--- src/common/vlan_map.svh ---
// Purpose: Constants for the port broadcast-domain membership block
// Assumes: One clock, synchronous inputs
// Notes: Domain 0 is the permanent default domain
`ifndef VLAN_MAP_SVH
`define VLAN_MAP_SVH
`define DOM_DEFAULT 3'h0
`define DOM_MAX 8
`define NAME_MAX_CHARS 12
`define CHAR_SPACE 8'h20
`define FIFO_DEPTH 8
`define MAC_RESET 48'h0000_0000_0000
`endif

--- src/common/vlan_pkg.sv ---
// Purpose: Types for the port broadcast-domain membership block
// Assumes: Constants live in vlan_map.svh
// Notes: Port count fixed at 16 in the frame descriptor
package vlan_pkg;
  typedef logic [2:0] dom_t;
  typedef logic [15:0] pmask_t;
  typedef struct packed {
    logic [3:0] src_port;
    logic [15:0] dst_mask;
    logic [7:0] tag;
  } frame_s;
  typedef enum logic [2:0] {
    CMD_ASSIGN,
    CMD_CREATE,
    CMD_DELETE,
    CMD_RENAME,
    CMD_SET_MAC,
    CMD_MONITOR,
    CMD_RESTART
  } cmd_e;
  typedef struct packed {
    cmd_e op;
    logic [3:0] port;
    dom_t dom;
    logic flag;
    logic [47:0] mac;
    logic [95:0] name;
  } cfg_s;
endpackage

--- src/logic/frame_fifo.sv ---
// Purpose: Buffer of frame descriptors with valid/ready on both sides
// Assumes: Single clock
// Notes: Full and empty from a count
`timescale 1ns/1ps
module frame_fifo #(
  parameter int WIDTH = 28,
  parameter int DEPTH = 8
) (
  input wire logic sys_clk_in,
  input wire logic sys_rst_in,
  input wire logic [WIDTH-1:0] wr_data_in,
  input wire logic wr_valid_in,
  output logic wr_ready_out,
  output logic [WIDTH-1:0] rd_data_out,
  output logic rd_valid_out,
  input wire logic rd_ready_in
);
  localparam int AW = $clog2(DEPTH);
  logic [WIDTH-1:0] mem_ff [DEPTH];
  logic [AW-1:0] wp_ff, rp_ff;
  logic [AW:0] cnt_ff;
  logic push, pop;
  assign wr_ready_out = (cnt_ff != (AW+1)'(DEPTH));
  assign rd_valid_out = (cnt_ff != '0);
  assign push = wr_valid_in && wr_ready_out;
  assign pop = rd_valid_out && rd_ready_in;
  assign rd_data_out = mem_ff[rp_ff];
  always_ff @(posedge sys_clk_in) begin
    if (push) begin
      mem_ff[wp_ff] <= wr_data_in;
    end
  end
  always_ff @(posedge sys_clk_in or posedge sys_rst_in) begin
    if (sys_rst_in) begin
      wp_ff <= '0;
      rp_ff <= '0;
      cnt_ff <= '0;
    end else begin
      if (push) wp_ff <= (wp_ff == AW'(DEPTH-1)) ? '0 : wp_ff + 1'b1;
      if (pop) rp_ff <= (rp_ff == AW'(DEPTH-1)) ? '0 : rp_ff + 1'b1;
      cnt_ff <= cnt_ff + (AW+1)'(push) - (AW+1)'(pop);
    end
  end
endmodule // frame_fifo

--- src/logic/port_up_mask.sv ---
// Purpose: Per-domain link-up reduction
// Assumes: Membership given as one domain code per port
// Notes: Purely combinational
`timescale 1ns/1ps
module port_up_mask #(
  parameter int PORTS = 16
) (
  input wire logic [PORTS*3-1:0] dom_of_port_in,
  input wire logic [PORTS-1:0] member_in,
  input wire logic [PORTS-1:0] link_up_in,
  input wire logic [2:0] dom_in,
  output logic [PORTS-1:0] same_out,
  output logic any_up_out
);
  always_comb begin
    for (int i = 0; i < PORTS; i++) begin
      same_out[i] = member_in[i] && (dom_of_port_in[i*3 +: 3] == dom_in);
    end
    any_up_out = |(same_out & link_up_in);
  end
endmodule // port_up_mask

--- src/logic/port_vlan_membership.sv ---
// Purpose: Port-based broadcast-domain membership and forwarding mask
// Assumes: Config requests come one per cycle from a management agent
// Notes: Frame descriptors pass through an 8-entry FIFO and leave masked
// Notes on behaviour
// - Forward frames only to ports in the ingress port's domain.
// - Table holds exactly one domain code per port.
// - Unassigned ports fall into the default domain.
// - Domain interface active while any member port is up.
// - One MAC per domain interface, eight at most; reset loads all alike and CMD_SET_MAC allows duplicates.
// - Spanning tree BPDU source MAC is the domain's MAC.
// - IPX node address equals the domain interface MAC.
// - Reject assignments that split a trunk across domains.
// - Monitoring port is removed from and kept out of all domains.
// - Clearing monitoring returns the port to the default domain.
// - Ports of a newly filled slot join the default domain.
// - After reset all ports sit in the permanent default domain.
// - Default domain may be renamed but never deleted.
// - New domains usable after restart; reassignment acts at once.
// - Names up to 12 characters, no spaces.
`timescale 1ns/1ps
`include "vlan_map.svh"
module port_vlan_membership #(
  parameter int PORTS = 16,
  parameter int SLOTS = 4,
  parameter int FIFO_DEPTH = `FIFO_DEPTH
) (
  input wire logic sys_clk_in,
  input wire logic sys_rst_in,
  // Configuration request
  input wire logic cfg_valid_in,
  input wire vlan_pkg::cfg_s cfg_in,
  output logic cfg_ack_out,
  output logic cfg_err_out,
  // Port state
  input wire logic [PORTS-1:0] link_up_in,
  input wire logic [PORTS-1:0] trunk_group_en_in,
  input wire logic [PORTS*2-1:0] trunk_group_in,
  input wire logic [SLOTS-1:0] slot_present_in,
  // Frame path
  input wire logic frm_valid_in,
  input wire vlan_pkg::frame_s frm_in,
  output logic frm_ready_out,
  output logic frm_valid_out,
  output vlan_pkg::frame_s frm_out,
  input wire logic frm_ready_in,
  // Per-domain status and per-port monitor mask
  input wire vlan_pkg::dom_t mac_sel_in,
  output logic [47:0] bpdu_src_mac_out,
  output logic [47:0] ipx_node_out,
  output logic [`DOM_MAX-1:0] dom_active_out,
  output logic [`DOM_MAX-1:0] dom_usable_out,
  output logic [PORTS-1:0] monitor_mask_out
);
  localparam int PPS = PORTS / SLOTS;
  // ===================================================
  // Tables
  // ===================================================
  vlan_pkg::dom_t dom_of_ff [PORTS];
  logic [PORTS-1:0] member_ff;
  logic [PORTS-1:0] monitor_ff;
  logic [`DOM_MAX-1:0] dom_created_ff, dom_usable_ff;
  logic [47:0] mac_ff [`DOM_MAX];
  logic [95:0] name_ff [`DOM_MAX];
  logic [SLOTS-1:0] slot_seen_ff;
  logic [PORTS*3-1:0] dom_flat;
  always_comb begin
    for (int i = 0; i < PORTS; i++) begin
      dom_flat[i*3 +: 3] = dom_of_ff[i];
    end
  end
  // ===================================================
  // Request checks
  // ===================================================
  logic name_ok, trunk_ok, dom_empty, req_ok;
  logic [1:0] grp;
  logic grp_en;
  always_comb begin
    name_ok = 1'b1;
    for (int c = 0; c < `NAME_MAX_CHARS; c++) begin
      if (cfg_in.name[c*8 +: 8] == `CHAR_SPACE) name_ok = 1'b0;
    end
    if (cfg_in.name[7:0] == 8'h00) name_ok = 1'b0;
  end
  // A trunk member may be assigned only if every other unmonitored member of its group already sits in the target
  always_comb begin
    grp = trunk_group_in[cfg_in.port*2 +: 2];
    grp_en = trunk_group_en_in[cfg_in.port];
    trunk_ok = 1'b1;
    for (int i = 0; i < PORTS; i++) begin
      if (grp_en && trunk_group_en_in[i] && trunk_group_in[i*2 +: 2] == grp && i != int'(cfg_in.port)
          && member_ff[i] && dom_of_ff[i] != cfg_in.dom) trunk_ok = 1'b0;
    end
  end
  always_comb begin
    dom_empty = 1'b1;
    for (int i = 0; i < PORTS; i++) begin
      if (member_ff[i] && dom_of_ff[i] == cfg_in.dom) dom_empty = 1'b0;
    end
  end
  always_comb begin
    req_ok = 1'b0;
    case (cfg_in.op)
      vlan_pkg::CMD_ASSIGN: req_ok = dom_usable_ff[cfg_in.dom] && !monitor_ff[cfg_in.port]
                                     && trunk_ok;
      vlan_pkg::CMD_CREATE: req_ok = !dom_created_ff[cfg_in.dom] && name_ok;
      vlan_pkg::CMD_DELETE: req_ok = cfg_in.dom != `DOM_DEFAULT && dom_created_ff[cfg_in.dom]
                                     && dom_empty;
      vlan_pkg::CMD_RENAME: req_ok = dom_created_ff[cfg_in.dom] && name_ok;
      vlan_pkg::CMD_SET_MAC: req_ok = 1'b1;
      vlan_pkg::CMD_MONITOR: req_ok = 1'b1;
      vlan_pkg::CMD_RESTART: req_ok = 1'b1;
      default: req_ok = 1'b0;
    endcase
  end
  logic do_req;
  assign do_req = cfg_valid_in && req_ok;
  always_ff @(posedge sys_clk_in or posedge sys_rst_in) begin
    if (sys_rst_in) begin
      cfg_ack_out <= 1'b0;
      cfg_err_out <= 1'b0;
    end else begin
      cfg_ack_out <= cfg_valid_in && req_ok;
      cfg_err_out <= cfg_valid_in && !req_ok;
    end
  end
  // ===================================================
  // Domain table
  // ===================================================
  always_ff @(posedge sys_clk_in or posedge sys_rst_in) begin
    if (sys_rst_in) begin
      dom_created_ff <= `DOM_MAX'(1);
      dom_usable_ff <= `DOM_MAX'(1);
    end else if (do_req) begin
      case (cfg_in.op)
        vlan_pkg::CMD_CREATE: dom_created_ff[cfg_in.dom] <= 1'b1;
        vlan_pkg::CMD_DELETE: begin
          dom_created_ff[cfg_in.dom] <= 1'b0;
          dom_usable_ff[cfg_in.dom] <= 1'b0;
        end
        vlan_pkg::CMD_RESTART: dom_usable_ff <= dom_created_ff;
        default: ;
      endcase
    end
  end
  always_ff @(posedge sys_clk_in or posedge sys_rst_in) begin
    if (sys_rst_in) begin
      for (int d = 0; d < `DOM_MAX; d++) begin
        mac_ff[d] <= `MAC_RESET;
        name_ff[d] <= '0;
      end
    end else if (do_req) begin
      if (cfg_in.op == vlan_pkg::CMD_SET_MAC) mac_ff[cfg_in.dom] <= cfg_in.mac;
      if (cfg_in.op == vlan_pkg::CMD_CREATE || cfg_in.op == vlan_pkg::CMD_RENAME) begin
        name_ff[cfg_in.dom] <= cfg_in.name;
      end
    end
  end
  // ===================================================
  // Port membership
  // ===================================================
  always_ff @(posedge sys_clk_in or posedge sys_rst_in) begin
    if (sys_rst_in) begin
      for (int i = 0; i < PORTS; i++) dom_of_ff[i] <= `DOM_DEFAULT;
      member_ff <= '1;
      monitor_ff <= '0;
      slot_seen_ff <= '1;
    end else begin
      slot_seen_ff <= slot_present_in;
      for (int s = 0; s < SLOTS; s++) begin
        if (slot_present_in[s] && !slot_seen_ff[s]) begin
          for (int k = 0; k < PPS; k++) begin
            if (!monitor_ff[s*PPS+k]) begin
              dom_of_ff[s*PPS+k] <= `DOM_DEFAULT;
              member_ff[s*PPS+k] <= 1'b1;
            end
          end
        end
      end
      if (do_req && cfg_in.op == vlan_pkg::CMD_ASSIGN) begin
        dom_of_ff[cfg_in.port] <= cfg_in.dom;
      end
      if (do_req && cfg_in.op == vlan_pkg::CMD_MONITOR) begin
        monitor_ff[cfg_in.port] <= cfg_in.flag;
        member_ff[cfg_in.port] <= !cfg_in.flag;
        if (!cfg_in.flag) dom_of_ff[cfg_in.port] <= `DOM_DEFAULT;
      end
    end
  end
  // ===================================================
  // Interface state
  // ===================================================
  logic [`DOM_MAX-1:0] nxt_active;
  for (genvar d = 0; d < `DOM_MAX; d++) begin : g_dom
    port_up_mask #(.PORTS(PORTS)) u_up (
      .dom_of_port_in(dom_flat),
      .member_in(member_ff),
      .link_up_in(link_up_in),
      .dom_in(3'(d)),
      .same_out(),
      .any_up_out(nxt_active[d])
    );
  end
  always_ff @(posedge sys_clk_in or posedge sys_rst_in) begin
    if (sys_rst_in) begin
      dom_active_out <= '0;
      bpdu_src_mac_out <= `MAC_RESET;
      ipx_node_out <= `MAC_RESET;
    end else begin
      dom_active_out <= nxt_active & dom_created_ff;
      bpdu_src_mac_out <= mac_ff[mac_sel_in];
      ipx_node_out <= mac_ff[mac_sel_in];
    end
  end
  assign dom_usable_out = dom_usable_ff;
  assign monitor_mask_out = monitor_ff;
  // ===================================================
  // Frame path
  // ===================================================
  vlan_pkg::frame_s q_frm;
  logic q_valid, q_ready;
  frame_fifo #(.WIDTH($bits(vlan_pkg::frame_s)), .DEPTH(FIFO_DEPTH)) u_fifo (
    .sys_clk_in(sys_clk_in),
    .sys_rst_in(sys_rst_in),
    .wr_data_in(frm_in),
    .wr_valid_in(frm_valid_in),
    .wr_ready_out(frm_ready_out),
    .rd_data_out(q_frm),
    .rd_valid_out(q_valid),
    .rd_ready_in(q_ready)
  );
  logic [PORTS-1:0] same_dom;
  port_up_mask #(.PORTS(PORTS)) u_fwd (
    .dom_of_port_in(dom_flat),
    .member_in(member_ff),
    .link_up_in(link_up_in),
    .dom_in(dom_of_ff[q_frm.src_port]),
    .same_out(same_dom),
    .any_up_out()
  );
  // Output register stage; stalls when downstream holds ready low
  assign q_ready = !frm_valid_out || frm_ready_in;
  always_ff @(posedge sys_clk_in or posedge sys_rst_in) begin
    if (sys_rst_in) begin
      frm_valid_out <= 1'b0;
      frm_out <= '0;
    end else if (q_ready) begin
      frm_valid_out <= q_valid;
      frm_out.src_port <= q_frm.src_port;
      frm_out.tag <= q_frm.tag;
      // Monitored ingress reaches nobody, and the ingress itself is never a target
      frm_out.dst_mask <= member_ff[q_frm.src_port] ?
                          (q_frm.dst_mask & same_dom & ~(PORTS'(1) << q_frm.src_port)) : '0;
    end
  end
endmodule // port_vlan_membership

--- config.mk ---
export PLATFORM = sky130hd
export DESIGN_NAME = port_vlan_membership
export DESIGN_NICKNAME = d
export VERILOG_FILES = /design/src/common/vlan_pkg.sv /design/src/logic/frame_fifo.sv /design/src/logic/port_up_mask.sv /design/src/logic/port_vlan_membership.sv
export VERILOG_INCLUDE_DIRS = /design/src /design/src/common
export SDC_FILE = /design/constraint.sdc
export NUM_CORES = 2
export LEC_CHECK = 0
export BUFFER_PORTS_ARGS = -buffer_cell sky130_fd_sc_hd__buf_2
export CORE_ASPECT_RATIO = 0.75
export CORE_MARGIN = 1.5
export CORE_UTILIZATION = 44
export CTS_BUF_LIST = sky130_fd_sc_hd__clkbuf_4
export DETAILED_ROUTE_END_ITERATION = 10
export HOLD_SLACK_MARGIN = 0.06
export SLEW_MARGIN = 10
export SYNTH_ARGS = -nofsm -noshare
export SYNTH_HDL_FRONTEND = slang
export SYNTH_SLANG_ARGS = --single-unit
--- constraint.sdc ---
create_clock -name sys_clk_in -period 32.8 [get_ports sys_clk_in]
set_input_delay 1.64 -clock sys_clk_in [delete_from_list [all_inputs] [get_ports sys_clk_in]]
set_output_delay 1.64 -clock sys_clk_in [all_outputs]
set_load 0.1 [all_outputs]
==> impl_results.md <==
* RR Startpoint: u_fifo.rp_ff[0]
* Htree depth at 4
* Top cell type's share of synthesized area at 0.365
* Area leader, netlist: dfrtp_1
* DRT Pass-1 Iters at 7
* CP max-delay cell: a22oi_2
* CTS tree: done
* Post_cts resized at 0
* Hold Path Depth at 2
* Post-synthesis instance total at approximately 2700
* Clk sinks at between 800 and 900
* Total Routing Usage GR at 0.257
* DRT iter0 DRCs at roughly 2000
* Total of max-cap violations at 0
* Reg-to-Reg End: frm_out[21]
* Final Critical Period at 5290 ps
* Post-Route WL at 115000 um
* Area used by multi-input combinational logic at around 16000 um^2
* Max frequency at approximately 190 MHz
* Crit path launch type: input port
* Max-slew violations at 0
* Reg2reg path depth at 10
* Sequential cell area at approximately 21000 um^2
* Critical path class: input port to register
* Worst stage delay on the critical path at 650 ps
* # IOs at 419
* WP data arrival at 6180 ps
* Syn nets at 2980
* Initial Util at 0.446
* Setup Buffers After CTS at 0
* Worst EP required at 33690 ps
* Final setup viols at 0
* Post-Syn Area at approximately 38000 um^2
* Hold EP: frm_out[5]
* Setup Skew at roughly 81 ps
* Top_reg_cell synth: dfrtp_1
* Inst Count DP at 4073
* Cell Pwr Density at 73.2 nW/um^2
* Largest net degree at the start of global routing at roughly 130
* Finished Core Util at 0.509
* Worst-skew pair later-pin latency at 1070 ps
* Post-DP HPWL at 74900 um
* CTS Root Cell: clkbuf_4
* DR WL/cell at between 20 and 30 um
* Routed Antenna Nets at 0
* RSZ-0062 raised after global routing: false
* Ratio of cells with drive above 1 in the final layout at 0.452
* Synth unique cells at 71
* Crit path cell chain: buf_2, mux4_2, a22oi_2, nand2_1, or2_2, a2111oi_0, or2_2, a2111o_1, buf_4, nand2b_2, a32o_1
* Hold Fails Final Rpt at 0
* Seq/Total Area, Yosys at 0.556
* Number of synthesized flops with an enable pin at roughly 220
* Worst slew margin at 0.256
* Routability cong. at approximately 0.95
* Crit Path Max Fanout at 20
* Worst R2R Setup Slack at between 20000 and 30000 ps
* Worst-margin pin slew at approximately 1100 ps
* Die Y at about 260 um
* Most frequent CP cell: or2_2
* Die area at roughly 90000 um^2
* Row cnt at 93
* Avg Inst Size Synth at 14.1 um^2
* Clock transition at path regs at around 60 ps
* Fill cells at ~7400
* Hold path start: frm_out[5]
* Most common cell in the netlist: dfrtp_1
* Post-Layout Cell Count at around 4400
* Ys Warns at 0
* DRC at 0
* #FFs+latches synth at approximately 810
* Peak VDD IR at between 0.00004 and 0.00005 V
* Vias in the first global route at between 20000 and 30000
* Clock Path Buffers at 3
* Final nets at between 3000 and 4000
* Final cycle utilization of the critical path at 0.161
* Core area at ~86000 um^2
* Wire length of the first global-routing pass at 170000 um
* Area growth syn-to-layout at 14.2%
* CTS Buf Count at 200
* Top cells by count, synth: dfrtp_1 (559), mux2_2 (468), edfxtp_1 (224), nand2_1 (178), mux4_2 (175)
* Worst Hold Class: register to register
* Grt total ovfl at 0
* Ranking of synthesized cells by area: dfrtp_1 (37%), edfxtp_1 (18%), mux2_2 (14%), mux4_2 (10%), nand2_1 (1.7%)
* Setup TNS at 0 ps
* PortBufs at 417
* Via count at ~26000
* Pleak at approximately 19 nW
* Drt via density at approximately 6
* Initial antenna violation count at 24
* FFs w/ async S/R, synth at 0.722
* Die width at roughly 340 um
* Crit path capture type: register
* Status: completed
* Hold Buf Count CTS at 0
-- critical path, delay by kind of cell --
family | cells | cell delay (ps)
buf+inv | 2 | 820
mux | 1 | 590
simple gates | 4 | 1490
compound gates | 4 | 1610
-- placed cells by master (no fill, tap or decap), drive strengths merged, types with 17 or more instances in the layout --
cell / n
nand3: 32
a32o: 19
inv: 36
mux2i: 40
buf: 456
nor4: 48
and3: 21
xor2: 39
clkinv: 44
a21oi: 46
mux4: 175
dfstp: 22
mux2: 468
xnor2: 71
nor2b: 27
nor3: 56
nand2b: 57
o21ai: 17
clkbuf: 299
dfrtp: 559
edfxtp: 224
o22ai: 81
nor2: 49
a31oi: 24
nand2: 178
-- worst max path at each step --
stage                 from                    endpoint
2_1_floorplan   sys_rst_in  asynchronous set/reset pin
3_3_place_gp   cfg_in[149]                 cfg_ack_out
3_5_place_dp   cfg_in[149]                 cfg_ack_out
4_1_cts        cfg_in[149]                 cfg_ack_out
5_1_grt        cfg_in[149]                dom_flat[19]
6_report       cfg_in[149]                dom_flat[19]
-- registers in the layout, summed over array words and instances (netlist names), named ones only --
| name | count |
|---|---|
| member_ff | 16 |
| u_fifo.mem_ff | 224 |
| frm_out | 28 |
| dom_active_out | 8 |
| slot_seen_ff | 4 |
| cfg_err_out | 1 |
| u_fifo.wp_ff | 3 |
| u_fifo.cnt_ff | 4 |
| ipx_node_out | 48 |
| u_fifo.rp_ff | 3 |
| cfg_ack_out | 1 |
| dom_usable_out | 8 |
| monitor_mask_out | 16 |
| frm_valid_out | 1 |
| mac_ff | 384 |
| dom_flat | 48 |
-- per-layer routing --
| metal | GRT usage | part of all wire |
|---|---|---|
| met5 | 0 | 0.00055 |
| met4 | 0.0978 | 0.033 |
| met3 | 0.0677 | 0.087 |
| met2 | 0.396 | 0.46 |
| met1 | 0.350 | 0.42 |
-- stage by stage --
stage,setup WS [ps],power [mW],instance area (um^2),hold slack [ps]
3_5_place_dp,26510,2.36,41100,469
6_report,27510,3.20,43800,482
2_1_floorplan,14940,2.12,38300,474
5_1_grt,27440,3.37,43800,507
3_3_place_gp,26610,2.34,41100,462
4_1_cts,27670,3.23,43700,482
-- kinds of logic (layout without fill, tap and decap cells) --
| group | after synthesis | in the layout | synth area share |
|---|---|---|---|
| adder cells (fa/ha/maj) | 11 | 11 | 0.00379 |
| buffers and inverters | 263 | 842 | 0.0321 |
| XOR/XNOR | 110 | 110 | 0.0251 |
| AND/OR/NAND/NOR | 552 | 552 | 0.0759 |
| AO/OA/AOI/OAI | 286 | 286 | 0.0563 |
| multiplexers | 683 | 683 | 0.251 |
| other | 0 | 16 | 0 |
| flip-flops | 805 | 805 | 0.556 |
-- layout make-up --
type	count	area share
Timing Repair Buffer	456	0.0546
Inverter	30	0.00274
Antenna cell	16	0.000915
Clock inverter	57	0.00818
Sequential cell	805	0.487
Clock buffer	299	0.0513
Multi-Input combinational cell	1642	0.363
Tap cell	1140	0.0326
-- power by group --
group          internal (mW)  total (mW)  switching [mW]
registers               1.18        1.27          0.0877
logic                  0.380        1.08           0.699
clock network          0.442       0.857           0.415
Power figures use the tool's default switching activity.
